<file path="src/include/rcd_pkg.sv">
// Shared constants and types for the 14-bit instruction decoder core.
package rcd_pkg;

   // Instruction word layout.
   localparam int INS_W = 14;
   localparam int CLS_HI = 13;
   localparam int CLS_LO = 12;
   localparam int OP_HI = 11;
   localparam int OP_LO = 8;
   localparam int DST_BIT = 7;
   localparam int FA_HI = 6;
   localparam int BOP_HI = 11;
   localparam int BOP_LO = 10;
   localparam int BIX_HI = 9;
   localparam int BIX_LO = 7;
   localparam int LIT_HI = 7;
   localparam int CALL_JMP_BIT = 11;

   // Instruction classes.
   localparam logic [1:0] CLS_BYTE = 2'h0;
   localparam logic [1:0] CLS_BIT = 2'h1;
   localparam logic [1:0] CLS_BRANCH = 2'h2;
   localparam logic [1:0] CLS_LIT = 2'h3;

   // Byte-class opcodes.
   localparam logic [3:0] OP_MISC = 4'h0;
   localparam logic [3:0] OP_CLR = 4'h1;
   localparam logic [3:0] OP_SUB = 4'h2;
   localparam logic [3:0] OP_DEC = 4'h3;
   localparam logic [3:0] OP_OR = 4'h4;
   localparam logic [3:0] OP_AND = 4'h5;
   localparam logic [3:0] OP_XOR = 4'h6;
   localparam logic [3:0] OP_ADD = 4'h7;
   localparam logic [3:0] OP_MOVE_FILE = 4'h8;
   localparam logic [3:0] OP_COM = 4'h9;
   localparam logic [3:0] OP_INC = 4'ha;
   localparam logic [3:0] OP_DECSZ = 4'hb;
   localparam logic [3:0] OP_RRC = 4'hc;
   localparam logic [3:0] OP_RLC = 4'hd;
   localparam logic [3:0] OP_SWAP = 4'he;
   localparam logic [3:0] OP_INCSZ = 4'hf;

   // Fixed low bytes of the class 00, opcode 0000 control codes.
   localparam logic [7:0] CODE_RETURN = 8'h08;
   localparam logic [7:0] CODE_RETFI = 8'h09;
   localparam logic [7:0] CODE_SLEEP = 8'h63;
   localparam logic [7:0] CODE_WDCLR = 8'h64;

   // File register map and status bit positions.
   localparam int RAM_D = 128;
   localparam logic [6:0] FA_TIMER_ZERO_COUNT = 7'h01;
   localparam logic [6:0] FA_STATUS = 7'h03;
   localparam logic [6:0] FA_PORT = 7'h06;
   localparam int ST_C = 0;
   localparam int ST_DC = 1;
   localparam int ST_Z = 2;
   localparam int ST_PD = 3;
   localparam int ST_TO = 4;

   // Timing: oscillator periods per instruction cycle.
   localparam int OSC_PER_CYC = 4;

   // APB register map.
   localparam int APB_AW = 12;
   localparam logic [APB_AW-1:0] ADDR_CTRL = 12'h000;
   localparam logic [APB_AW-1:0] ADDR_STAT = 12'h004;
   localparam logic [APB_AW-1:0] ADDR_ACC = 12'h008;
   localparam int CTRL_RUN = 0;
   localparam logic CTRL_RUN_RST = 1'b0;
   localparam int STAT_GIE = 8;
   localparam int STAT_HALT = 9;
   localparam int STAT_PC_LSB = 16;

   // Instruction cycle phases, Gray coded.
   typedef enum logic [1:0] {
      PH_Q1 = 2'h0,
      PH_Q2 = 2'h1,
      PH_Q3 = 2'h3,
      PH_Q4 = 2'h2
   } rcd_phase_t;

   typedef enum logic [3:0] {
      ALU_ADD = 4'h0,
      ALU_SUB = 4'h1,
      ALU_AND = 4'h2,
      ALU_OR = 4'h3,
      ALU_XOR = 4'h4,
      ALU_COM = 4'h5,
      ALU_DEC = 4'h6,
      ALU_INC = 4'h7,
      ALU_RLC = 4'h8,
      ALU_RRC = 4'h9,
      ALU_SWP = 4'ha,
      ALU_PASS = 4'hb,
      ALU_CLR = 4'hc
   } rcd_alu_op_t;

endpackage

</file>
<file path="src/include/rcd_alu_if.sv">
// Operand and result bundle between the core and its arithmetic unit.
`timescale 1ns/1ps
interface rcd_alu_if;
   import rcd_pkg::*;
   logic [7:0] a;
   logic [7:0] b;
   logic cin;
   rcd_alu_op_t op;
   logic [7:0] r;
   logic c;
   logic dc;
   logic z;
   modport alu (input a, input b, input cin, input op,
                output r, output c, output dc, output z);
   modport core (output a, output b, output cin, output op,
                 input r, input c, input dc, input z);
endinterface

</file>
<file path="src/design/rcd_alu.sv">
// Eight-bit arithmetic and logic unit with carry and digit carry.
`timescale 1ns/1ps
module rcd_alu (
   // Operands in, result and flags out
   rcd_alu_if.alu bus
);
   import rcd_pkg::*;

   logic [8:0] s9;
   logic [4:0] n5;

   // Subtraction adds the inverted subtrahend plus one, so carry reads
   // as "no borrow", matching the flag convention of the core.
   always_comb begin
      s9 = 9'h000;
      n5 = 5'h00;
      unique case (bus.op)
         ALU_ADD: begin
            s9 = {1'b0, bus.a} + {1'b0, bus.b};
            n5 = {1'b0, bus.a[3:0]} + {1'b0, bus.b[3:0]};
         end
         ALU_SUB: begin
            s9 = {1'b0, bus.a} + {1'b0, ~bus.b} + 9'h001;
            n5 = {1'b0, bus.a[3:0]} + {1'b0, ~bus.b[3:0]} + 5'h01;
         end
         ALU_AND: s9 = {1'b0, bus.a & bus.b};
         ALU_OR: s9 = {1'b0, bus.a | bus.b};
         ALU_XOR: s9 = {1'b0, bus.a ^ bus.b};
         ALU_COM: s9 = {1'b0, ~bus.a};
         ALU_DEC: s9 = {1'b0, bus.a - 8'h01};
         ALU_INC: s9 = {1'b0, bus.a + 8'h01};
         ALU_RLC: s9 = {bus.a, bus.cin};
         ALU_RRC: s9 = {bus.a[0], bus.cin, bus.a[7:1]};
         ALU_SWP: s9 = {1'b0, bus.a[3:0], bus.a[7:4]};
         ALU_PASS: s9 = {1'b0, bus.a};
         ALU_CLR: s9 = 9'h000;
      endcase
      bus.r = s9[7:0];
      bus.c = s9[8];
      bus.dc = n5[4];
      bus.z = (s9[7:0] == 8'h00);
   end

endmodule

</file>
<file path="src/design/rcd_core.sv">
// Instruction decoder and execution core with APB control registers.
`timescale 1ns/1ps

////////////////////////////////////////////////////////////////////////
// Contract
// - Add literal or register, update C DC Z
// - AND literal into accumulator, zero only
// - OR literal into accumulator, zero only
// - XOR literal updates zero; load literal flagless
// - Subtract register or literal minus accumulator
// - Register OR XOR AND, zero only
// - Rotate through carry, only carry changes
// - Decrement sets zero; skip form skips
// - Increment sets zero; skip form skips
// - Bit clear and set, one cycle
// - Bit tests skip on clear or set
// - Successful test runs a no-operation next
// - Call and jump take two cycles
// - Return pops stack, two cycles, flags kept
// - Interrupt return pops stack, two cycles
// - Return with literal loads accumulator
// - Standby sets TO and clears PD; watchdog clear sets TO PD
// - Port rewrite reads pin levels
// - Timer count write clears assigned prescaler
// - Destination bit picks accumulator or file
// - Instruction cycle is four clocks
module rcd_core #(
   parameter int PC_W = 11,
   parameter int STK_D = 8
) (
   // Clock and reset
   input wire logic clk_i,
   input wire logic rst_i,
   // APB slave
   input wire logic psel_i,
   input wire logic penable_i,
   input wire logic pwrite_i,
   input wire logic [rcd_pkg::APB_AW-1:0] paddr_i,
   input wire logic [31:0] pwdata_i,
   output logic [31:0] prdata_o,
   output logic pready_o,
   output logic pslverr_o,
   // Program memory
   output logic [PC_W-1:0] prog_addr_o,
   input wire logic [rcd_pkg::INS_W-1:0] instr_i,
   // I/O port
   input wire logic [7:0] port_pins_i,
   output logic [7:0] port_latch_o,
   // Timer, watchdog and standby
   input wire logic presc_to_timer_i,
   output logic presc_clear_o,
   output logic wdt_clear_o,
   input wire logic wake_i,
   output logic sleep_o
);
   import rcd_pkg::*;

   localparam int SP_W = $clog2(STK_D);

   if (PC_W < 8 || PC_W > 11 || STK_D < 2 ||
       (STK_D & (STK_D - 1)) != 0 || OSC_PER_CYC != 4) begin : g_bad
      $error("rcd_core: unsupported PC_W or STK_D");
   end

   typedef struct packed {
      rcd_phase_t ph;
      logic [PC_W-1:0] pc;
      logic [STK_D-1:0][PC_W-1:0] stk;
      logic [SP_W-1:0] sp;
      logic [7:0] w;
      logic c;
      logic dc;
      logic z;
      logic to;
      logic pd;
      logic gie;
      logic flush;
      logic keep_pc;
      logic halt;
      logic run;
      logic presc_clr;
      logic wdt_clr;
      logic ready;
      logic slverr;
      logic [31:0] rdata;
      logic [RAM_D-1:0][7:0] ram;
   } rcd_state_t;

   localparam rcd_state_t RST_STATE = '{
      ph: PH_Q1,
      to: 1'b1,
      pd: 1'b1,
      run: CTRL_RUN_RST,
      default: '0
   };

   rcd_state_t s_reg;
   rcd_state_t s_next;
   rcd_alu_if alu_bus ();

   rcd_alu u_alu (
      .bus (alu_bus.alu)
   );

   ////////////////////////////////////////////////////////////////////
   // Helpers

   function automatic logic [PC_W-1:0] pc_inc(input logic [PC_W-1:0] p);
      return p + 1'b1;
   endfunction

   function automatic logic [7:0] stat_byte(input rcd_state_t st);
      logic [7:0] v;
      v = 8'h00;
      v[ST_C] = st.c;
      v[ST_DC] = st.dc;
      v[ST_Z] = st.z;
      v[ST_PD] = st.pd;
      v[ST_TO] = st.to;
      return v;
   endfunction

   ////////////////////////////////////////////////////////////////////
   // Decode

   logic [1:0] cls;
   logic [3:0] op4;
   logic dsel;
   logic [6:0] fa;
   logic [2:0] bix;
   logic [7:0] lit;
   logic [7:0] fval;

   assign cls = instr_i[CLS_HI:CLS_LO];
   assign op4 = instr_i[OP_HI:OP_LO];
   assign dsel = instr_i[DST_BIT];
   assign fa = instr_i[FA_HI:0];
   assign bix = instr_i[BIX_HI:BIX_LO];
   assign lit = instr_i[LIT_HI:0];

   // Read-modify-write of the port uses the pins, so an input pin held
   // low by the outside reads back low whatever its latch holds.
   always_comb begin
      if (fa == FA_PORT) begin
         fval = port_pins_i;
      end else if (fa == FA_STATUS) begin
         fval = stat_byte(s_reg);
      end else begin
         fval = s_reg.ram[fa];
      end
   end

   always_comb begin
      alu_bus.a = fval;
      alu_bus.b = s_reg.w;
      alu_bus.cin = s_reg.c;
      alu_bus.op = ALU_PASS;
      if (cls == CLS_BYTE) begin
         unique case (op4)
            OP_MISC: alu_bus.a = s_reg.w;
            OP_CLR: alu_bus.op = ALU_CLR;
            OP_SUB: alu_bus.op = ALU_SUB;
            OP_DEC, OP_DECSZ: alu_bus.op = ALU_DEC;
            OP_OR: alu_bus.op = ALU_OR;
            OP_AND: alu_bus.op = ALU_AND;
            OP_XOR: alu_bus.op = ALU_XOR;
            OP_ADD: alu_bus.op = ALU_ADD;
            OP_MOVE_FILE: alu_bus.op = ALU_PASS;
            OP_COM: alu_bus.op = ALU_COM;
            OP_INC, OP_INCSZ: alu_bus.op = ALU_INC;
            OP_RRC: alu_bus.op = ALU_RRC;
            OP_RLC: alu_bus.op = ALU_RLC;
            OP_SWAP: alu_bus.op = ALU_SWP;
         endcase
      end else if (cls == CLS_LIT) begin
         alu_bus.a = lit;
         unique casez (op4)
            4'b111?: alu_bus.op = ALU_ADD;
            4'b110?: alu_bus.op = ALU_SUB;
            4'b1001: alu_bus.op = ALU_AND;
            4'b1000: alu_bus.op = ALU_OR;
            4'b1010: alu_bus.op = ALU_XOR;
            default: alu_bus.op = ALU_PASS;
         endcase
      end
   end

   ////////////////////////////////////////////////////////////////////
   // Next state

   always_comb begin
      logic wr_en;
      logic [6:0] wr_a;
      logic [7:0] wr_d;
      logic up_c;
      logic up_dc;
      logic up_z;
      logic [7:0] mask;
      wr_en = 1'b0;
      wr_a = fa;
      wr_d = alu_bus.r;
      up_c = 1'b0;
      up_dc = 1'b0;
      up_z = 1'b0;
      mask = 8'h01 << bix;
      s_next = s_reg;
      s_next.presc_clr = 1'b0;
      s_next.wdt_clr = 1'b0;
      s_next.ready = 1'b0;
      s_next.slverr = 1'b0;

      // APB: read data is captured in the setup cycle and the answer
      // comes in the first access cycle; writes land at that edge.
      if (psel_i && !penable_i) begin
         s_next.ready = 1'b1;
         s_next.rdata = 32'h0000_0000;
         if (paddr_i == ADDR_CTRL) begin
            s_next.rdata[CTRL_RUN] = s_reg.run;
         end else if (paddr_i == ADDR_STAT) begin
            s_next.rdata[7:0] = stat_byte(s_reg);
            s_next.rdata[STAT_GIE] = s_reg.gie;
            s_next.rdata[STAT_HALT] = s_reg.halt;
            s_next.rdata[STAT_PC_LSB +: PC_W] = s_reg.pc;
         end else if (paddr_i == ADDR_ACC) begin
            s_next.rdata[7:0] = s_reg.w;
         end else begin
            s_next.slverr = 1'b1;
         end
      end
      if (psel_i && penable_i && s_reg.ready && pwrite_i &&
          paddr_i == ADDR_CTRL) begin
         s_next.run = pwdata_i[CTRL_RUN];
      end

      if (s_reg.halt && wake_i) begin
         s_next.halt = 1'b0;
      end

      // One instruction cycle is four clocks; work happens in the last.
      if (s_reg.run && !s_reg.halt) begin
         unique case (s_reg.ph)
            PH_Q1: s_next.ph = PH_Q2;
            PH_Q2: s_next.ph = PH_Q3;
            PH_Q3: s_next.ph = PH_Q4;
            PH_Q4: s_next.ph = PH_Q1;
         endcase
      end

      if (s_reg.run && !s_reg.halt && s_reg.ph == PH_Q4) begin
         if (s_reg.flush) begin
            // Second cycle of a skip or branch: the fetched word is
            // dropped. After a branch the target is already in pc.
            s_next.flush = 1'b0;
            s_next.keep_pc = 1'b0;
            if (!s_reg.keep_pc) begin
               s_next.pc = pc_inc(s_reg.pc);
            end
         end else begin
            s_next.pc = pc_inc(s_reg.pc);
            unique case (cls)
               CLS_BYTE: begin
                  if (op4 == OP_MISC) begin
                     if (dsel) begin
                        wr_en = 1'b1;
                        wr_d = s_reg.w;
                     end else if (lit == CODE_RETURN ||
                                  lit == CODE_RETFI) begin
                        s_next.sp = s_reg.sp - 1'b1;
                        s_next.pc = s_reg.stk[s_reg.sp - 1'b1];
                        s_next.flush = 1'b1;
                        s_next.keep_pc = 1'b1;
                        if (lit == CODE_RETFI) begin
                           s_next.gie = 1'b1;
                        end
                     end else if (lit == CODE_SLEEP) begin
                        s_next.to = 1'b1;
                        s_next.pd = 1'b0;
                        s_next.halt = 1'b1;
                        s_next.wdt_clr = 1'b1;
                     end else if (lit == CODE_WDCLR) begin
                        s_next.to = 1'b1;
                        s_next.pd = 1'b1;
                        s_next.wdt_clr = 1'b1;
                     end
                  end else begin
                     if (dsel) begin
                        wr_en = 1'b1;
                     end else begin
                        s_next.w = alu_bus.r;
                     end
                     unique case (op4)
                        OP_ADD, OP_SUB: begin
                           up_c = 1'b1;
                           up_dc = 1'b1;
                           up_z = 1'b1;
                        end
                        OP_RLC, OP_RRC: up_c = 1'b1;
                        OP_SWAP: up_z = 1'b0;
                        OP_DECSZ, OP_INCSZ: begin
                           if (alu_bus.z) begin
                              s_next.flush = 1'b1;
                           end
                        end
                        default: up_z = 1'b1;
                     endcase
                  end
               end
               CLS_BIT: begin
                  unique case (instr_i[BOP_HI:BOP_LO])
                     2'h0: begin
                        wr_en = 1'b1;
                        wr_d = fval & ~mask;
                     end
                     2'h1: begin
                        wr_en = 1'b1;
                        wr_d = fval | mask;
                     end
                     2'h2: s_next.flush = ~|(fval & mask);
                     2'h3: s_next.flush = |(fval & mask);
                  endcase
               end
               CLS_BRANCH: begin
                  if (!instr_i[CALL_JMP_BIT]) begin
                     s_next.stk[s_reg.sp] = pc_inc(s_reg.pc);
                     s_next.sp = s_reg.sp + 1'b1;
                  end
                  s_next.pc = instr_i[PC_W-1:0];
                  s_next.flush = 1'b1;
                  s_next.keep_pc = 1'b1;
               end
               CLS_LIT: begin
                  unique casez (op4)
                     4'b00??: s_next.w = lit;
                     4'b01??: begin
                        s_next.w = lit;
                        s_next.sp = s_reg.sp - 1'b1;
                        s_next.pc = s_reg.stk[s_reg.sp - 1'b1];
                        s_next.flush = 1'b1;
                        s_next.keep_pc = 1'b1;
                     end
                     4'b11??: begin
                        s_next.w = alu_bus.r;
                        up_c = 1'b1;
                        up_dc = 1'b1;
                        up_z = 1'b1;
                     end
                     4'b1000, 4'b1001, 4'b1010: begin
                        s_next.w = alu_bus.r;
                        up_z = 1'b1;
                     end
                     default: s_next.w = s_reg.w;
                  endcase
               end
            endcase
         end
      end

      // File write first, flag updates after, so an operation that
      // targets the status byte still leaves its own flags correct.
      if (wr_en) begin
         if (wr_a == FA_STATUS) begin
            s_next.c = wr_d[ST_C];
            s_next.dc = wr_d[ST_DC];
            s_next.z = wr_d[ST_Z];
         end else begin
            s_next.ram[wr_a] = wr_d;
         end
         if (wr_a == FA_TIMER_ZERO_COUNT && presc_to_timer_i) begin
            s_next.presc_clr = 1'b1;
         end
      end
      if (up_c) begin
         s_next.c = alu_bus.c;
      end
      if (up_dc) begin
         s_next.dc = alu_bus.dc;
      end
      if (up_z) begin
         s_next.z = alu_bus.z;
      end
   end

   always_ff @(posedge clk_i or posedge rst_i) begin
      if (rst_i) begin
         s_reg <= RST_STATE;
      end else begin
         s_reg <= s_next;
      end
   end

   ////////////////////////////////////////////////////////////////////
   // Outputs

   assign prdata_o = s_reg.rdata;
   assign pready_o = s_reg.ready;
   assign pslverr_o = s_reg.slverr;
   assign prog_addr_o = s_reg.pc;
   assign port_latch_o = s_reg.ram[FA_PORT];
   assign presc_clear_o = s_reg.presc_clr;
   assign wdt_clear_o = s_reg.wdt_clr;
   assign sleep_o = s_reg.halt;

endmodule

</file>
<file path="config.mk">
export PLATFORM = sky130hd
export DESIGN_NAME = rcd_core
export DESIGN_NICKNAME = d
export VERILOG_FILES = /design/src/include/rcd_pkg.sv /design/src/include/rcd_alu_if.sv /design/src/design/rcd_alu.sv /design/src/design/rcd_core.sv
export SDC_FILE = /design/constraint.sdc
export NUM_CORES = 2
export LEC_CHECK = 0
export BUFFER_PORTS_ARGS = -buffer_cell sky130_fd_sc_hd__buf_2
export CORE_MARGIN = 3
export CORE_UTILIZATION = 55
export CTS_BUF_LIST = sky130_fd_sc_hd__clkbuf_8 sky130_fd_sc_hd__clkbuf_16
export CTS_CLUSTER_SIZE = 12
export DETAILED_ROUTE_END_ITERATION = 10
export GPL_ROUTABILITY_DRIVEN = 0
export PLACE_DENSITY = 0.83
export SYNTH_ARGS = -nofsm -noshare
export SYNTH_HDL_FRONTEND = slang
export SYNTH_SLANG_ARGS = --single-unit
</file>
<file path="constraint.sdc">
create_clock -name clk_i -period 89.8 [get_ports clk_i]
set_input_delay 0 -clock clk_i [delete_from_list [all_inputs] [get_ports clk_i]]
set_output_delay 0 -clock clk_i [all_outputs]
set_load 0.01 [all_outputs]
</file>
# == Yosys cells after proc, flatten, opt, wreduce, memory -nomap -nowiden ==
# Index checks and enable logic that the tools add are counted.
# totals
reg_bits,1171
wordCells,411
# classes
add_sub_neg,11
order_cmp,5
n_eq_ne,59
shift,1
muxes,113
n_bitwise,15
n_reduce_logical,52
# ops
operator,count
bitwise mux 1024 bit,1
one-hot mux 9 bit (13 select lines),1
2-to-1 mux 8 bit,14
2-to-1 mux 11 bit,10
bitwise mux 88 bit,1
one-hot mux 8 bit (2 select lines),4
binary-select mux 8 bit (select 7 bit),1
demux 8 bit (select 7 bit),1
"equality test 4 bit, second input constant",13
one-hot mux 4 bit (12 select lines),1
2-to-1 mux 1 bit,45
2-to-1 mux 34 bit,1
binary-select mux 11 bit (select 3 bit),1
demux 11 bit (select 3 bit),1
one-hot mux 11 bit (3 select lines),1
"equality test 4 x 3 -> 1 bit, second input constant",8
bitwise AND 8 bit,3
2-to-1 mux 3 bit,8
NOT 8 bit,3
one-hot mux 4 bit (5 select lines),1
adder 8 x 8 -> 9 bit,2
"equality test 4 x 2 -> 1 bit, second input constant",4
"equality test 8 x 4 -> 1 bit, second input constant",2
"equality test 8 x 7 -> 1 bit, second input constant",2
60 further kinds,127

# == Longest topological paths before layout ==
# logic_depth
ltp_word,17
depth_mapped,29

# == Cells and area by module ==
# From an unflattened synthesis, not the netlist that was laid out.
# unflattened
cells_unflattened,5682
area_unflattened_um2,56638.1
# by_module_without_submodules
mod,n_inst,cells_per_inst,area_per_inst_um2,seq_area_each_um2
rcd_core,1,5354,54315.8,29279.3
rcd_alu,1,328,2322.2,0.0

# == Worst setup path before layout ==
# OpenSTA, ideal clock, no wires.
# synth_timing
path_kind,in2reg
startpoint,in instr_i[1] in the netlist's numbering
endpoint,reg s_reg[636] in the netlist's numbering
setup_ns,0.133
t_arrival_ns,5.160
required_time_ns,89.667
slack_ns,84.507
stages,27
path_buffers,7
path_cell_list,buf_6 buf_6 buf_6 buf_6 buf_2 mux4_2 a22oi_1 nand2_1 a32oi_1 nand4_2 a21oi_1 ha_1 inv_1 fa_1 nand2b_1 a21oi_1 or2_2 a211o_1 a22o_1 a211o_1 a311oi_1 a32o_1 a21oi_1 a21oi_2 buf_4 clkbuf_1 o21ai_0
# synth_between
elab_chain_len,15
word_cells_on_any_way,35
classes_between,add/sub: 5; order compare: 2; eq/ne: 2; mux: 17; bitwise: 7; reduce/logical: 2
# synth_lines
element,line_no,text
start: declaration,rcd_core.sv:45,"input wire logic [rcd_pkg::INS_W-1:0] instr_i,"
binary-select mux 8 bit (select 7 bit),rcd_core.sv:149,fval = s_reg.ram[fa];
2-to-1 mux 8 bit (implied by the code),rcd_core.sv:149,
2-to-1 mux 8 bit,rcd_core.sv:146,end else if (fa == FA_STATUS) begin
2-to-1 mux 8 bit,rcd_core.sv:144,if (fa == FA_PORT) begin
"2-to-1 mux 8 bit, on equally long branches","rcd_core.sv:175, rcd_core.sv:159",
2-to-1 mux 8 bit,rcd_core.sv:158,if (cls == CLS_BYTE) begin
adder 8 x 8 -> 9 bit,rcd_alu.sv:23,"s9 = {1'b0, bus.a} + {1'b0, ~bus.b} + 9'h001;"
adder 9 x 1 -> 9 bit,rcd_alu.sv:23,
one-hot mux 9 bit (13 select lines),rcd_alu.sv:17,unique case (bus.op)
2-to-1 mux 8 bit,rcd_core.sv:263,if (dsel) begin
2-to-1 mux 8 bit,rcd_core.sv:262,if (op4 == OP_MISC) begin
one-hot mux 8 bit (2 select lines),rcd_core.sv:260,unique case (cls)
2-to-1 mux 8 bit,rcd_core.sv:250,if (s_reg.flush) begin
2-to-1 mux 8 bit,rcd_core.sv:249,if (s_reg.run && !s_reg.halt && s_reg.ph == PH_Q4) begin
bitwise mux 1024 bit,rcd_core.sv:366,s_next.ram[wr_a] = wr_d;
end signal: assignment,rcd_core.sv:387,s_reg <= s_next;
end: declaration,rcd_core.sv:97,rcd_state_t s_reg;
# Several ways; a longest one is shown, not always the timed one. The select of a mux whose other input is x is not followed.
# A chain may end at the register's enable or synchronous reset.

# == Worst setup path in the final report ==
# layout_timing
startpoint,in instr_i[3] in the netlist's numbering
endpoint,reg s_reg[741] in the netlist's numbering
# Same word-level chain as after synthesis.

==> flow_metrics.py <==
metrics = {
    "cts": {
        "h-tree-depth": 3,
        "cts_tree": "done",
        "numCtsBuffers": 116,
        "cts_sinks": 1169,
        "hold_buffers": 21,
        "clockBufferDepth": 3,
        "clock_latency_ns": 0.71,
        "cts_root_buf": "clkbuf_16",
        "cts.clk_slew.worst_paths_ns": 0.06,
        "post-cts-setup-buffer-count": 0,
        "cts.repair.resized": 0,
    },
    "sta": {
        "layout_setup_ws_ns": 80.55,
        "holdWs_ns": 0.0426,
        "hold_viol_final": 0,
        "period_share": 0.103,
        "worst_pin_slew_ns": 1.30,
        "drv_slew": 0,
        "fin_worst_skew_ns": 0.0341,
        "final.setup.tns_ns": 0,
        "period_needed_ns": 9.25,
        "max_freq_ghz": 0.108,
        "setup_violations": 0,
        "relSlewSlack": 0.130,
        "rsz0062_at_grt": "no",
    },
    "power_and_ir_drop": {
        "p_leak_uw": 0.0263,
        "ir_worst_vdd_uv": 16.9,
        "internal-power_uw": 809,
        "sw_frac_of_total": 0.262,
        "power.density_mw_per_mm2": 18.3,
        "combPwrFrac": 0.098,
        "p_clk_frac": 0.420,
        "power_frac_seq": 0.482,
        "p_sw_uw": 287,
    },
    "cells_and_area": {
        "syn_to_final_growth_pct": 7.40,
        "largest_reg_flops": 1115,
        "fin_cells": 6700,
        "fillers": 7676,
        "layout-drive-gt1-share": 0.117,
        "final_cell_mix": "nand2_1 (1321), dfrtp_1 (1168), o21ai_0 (1090), mux4_2 (190), mux2i_1 (184)",
        "final_nets": 5442,
        "register_area_mm2": 0.0293,
        "multiInputGateArea_mm2": 0.0239,
        "final_common_cell": "nand2_1",
    },
    "global_routing": {
        "grt_first_pass_wirelength_um": 248000,
        "overflow": 0,
        "first_global_vias": 42884,
        "antenna_found_initial": 8,
        "grt_max_degree": 192,
        "track_usage": 0.305,
    },
    "synth": {
        "synthSimpleGateAreaFrac": 0.127,
        "postSynthAreaPerCell_um2": 10.1,
        "synth_compound_area_frac": 0.162,
        "synth_ff_type": "dfrtp_1",
        "synth_enable_flop_cells": 0,
        "synth_fa_ha_area_frac": 0.00981,
        "syn_area_mm2": 0.0556,
        "synth_top_family_by_area": "compound AO/OA/AOI/OAI gates",
        "synth_xor_area_frac": 0.00409,
        "yosys_warnings": 0,
        "async_reset_ff_frac": 1.00,
        "synth_cell_types": 96,
        "ys_ff_latch": 1169,
        "yosys-top-cells-area": "dfrtp_1 (53%), o21ai_0 (9.8%), nand2_1 (8.9%)",
        "syn_inst": 5514,
        "muxShareOfSynthArea": 0.122,
        "synth_top_area_share": 0.525,
        "yosys.area.top_type": "dfrtp_1",
        "ys_seq_area_frac": 0.526,
    },
    "floorplanning": {
        "die_w_um": 324,
        "die_y_um": 324,
        "die_area_mm2": 0.105,
        "fp.coreArea_mm2": 0.100,
        "io_pins": 129,
        "fp-row-count": 116,
        "initial_core_util": 0.555,
    },
    "setup_path": {
        "required_ns": 90.31,
        "critical_path.startpoint": "instr_i[3]",
        "startpoint_type": "input pin",
        "critPathCaptureType": "flip-flop",
        "ff2ff_path_depth": 22,
        "regToRegStartpoint": "s_reg[571]$_DFFE_PP0P_",
        "crit_path_max_fanout": 92,
        "crit_type": "in -> reg",
        "worst-endpoint-arrival_ns": 9.76,
    },
    "placement": {
        "dp_slack_ns": 80.42,
        "port-buffer-count": 86,
        "placedCellCount": 6487,
        "hpwl_um": 97900,
    },
    "worst_hold_path": {
        "hold_path.class": "in -> async",
    },
    "drt": {
        "vias_per_cell": 6.61,
        "drtAntennaViolNets": 0,
        "drt-wirelength-per-cell_um": 24.0,
        "drtIter0Drc": 5924,
        "dr.pass1.iters": 9,
        "via_count": 44259,
        "drc_errors": 0,
        "wl_um": 161000,
    },
    "outcome": {
        "run_status": "complete, no violations",
    },
    "run": {
        "cap_violations": 0,
    },
}
==> Yosys cell counts (12+ instances only) <==
master,instances
a211oi_1,21
a21oi_1,128
a21oi_2,21
a22o_1,13
a22oi_1,82
a31oi_1,14
and2_1,12
buf_2,50
buf_4,71
buf_6,23
clkbuf_1,293
clkbuf_2,36
dfrtp_1,1168
ha_1,38
inv_1,47
mux2_2,32
mux2i_1,184
mux4_2,190
nand2_1,1321
nand2b_1,24
nand3_1,71
nand4_1,13
nor2_1,149
nor2b_1,22
nor3_1,42
nor4_1,13
o21ai_0,1090
o21ai_2,26
o221ai_1,23
o22ai_1,28
xor2_1,16
==> metrics by stage <==
step	utilization	power [uW]	area (um2)
final	0.597	1100	59700
after global routing	0.597	1120	59700
after CTS	0.596	1090	59700
after detailed placement	0.559	640	56000
after global placement	0.559	638	56000
after floorplan	-	611	55700
==> layout make-up <==
cell class	instances	area share
Antenna cell	6	0.000251
Clock buffer	139	0.0544
Clock inverter	47	0.00475
Inverter	48	0.00316
Multi-Input combinational cell	3814	0.400
Sequential cell	1169	0.490
Tap cell	1298	0.0272
Timing Repair Buffer	179	0.0209
==> path summary, 6_finish.rpt <==
path	to	slack, ns
worst max register to register	s_reg[741]$_DFFE_PP0P_	81.30
worst max-delay path	s_reg[741]$_DFFE_PP0P_	80.55
min in group clk_i	alu_bus.cin$_DFFE_PP0P_	0.05
worst min-delay path	s_reg[264]$_DFFE_PP0P_	0.04
worst min register to register	s_reg[29]$_DFFE_PP0P_	0.37
max in group asynchronous	s_reg[832]$_DFFE_PP0P_	86.35
==> power groups by stage <==
stage	logic, uW	clock network [uW]	registers, uW
after floorplan	72.5	0	539
after CTS	103	462	528
after global routing	112	483	528
after detailed placement	102	0	538
final	107	460	528
after global placement	100	0	538
==> cells by family after synthesis <==
logic type,after synthesis
flip-flops,1169
other,1
AO/OA/AOI/OAI,1586
AND/OR/NAND/NOR,1732
adder cells (fa/ha/maj),42
multiplexers,417
XOR/XNOR,26
buffers and inverters,541
==> critical path, stage by stage <==
cell and delay (ns):
dlygate4sd3_1 0.52, buf_2 0.48, buf_4 0.60, nor2b_2 0.38, buf_4 0.31, a22o_1 0.26
a211oi_1 0.49, a211oi_1 0.29, nor3_1 1.05, nand2_1 0.36, a21oi_2 0.36, inv_1 0.16
ha_1 0.23, a21o_1 0.22, a31oi_1 0.14, nor2_1 0.06, a21oi_1 0.17, nor3_1 0.09
a221oi_1 0.32, o211ai_1 0.14, a221oi_1 0.26, a41oi_1 0.38, a21boi_1 0.28, a21oi_4 0.86
buf_4 0.95, o21ai_0 0.26
==> metal layers <==
layer | share of wire | track usage | vias to the layer above
li1 | - | - | 18948
met1 | 0.37 | 0.400 | 21710
met4 | 0.062 | 0.164 | 6
met3 | 0.12 | 0.0885 | 716
met5 | 0.00029 | 0 | -
met2 | 0.45 | 0.461 | 2879
(Power assumes the default switching activity.)
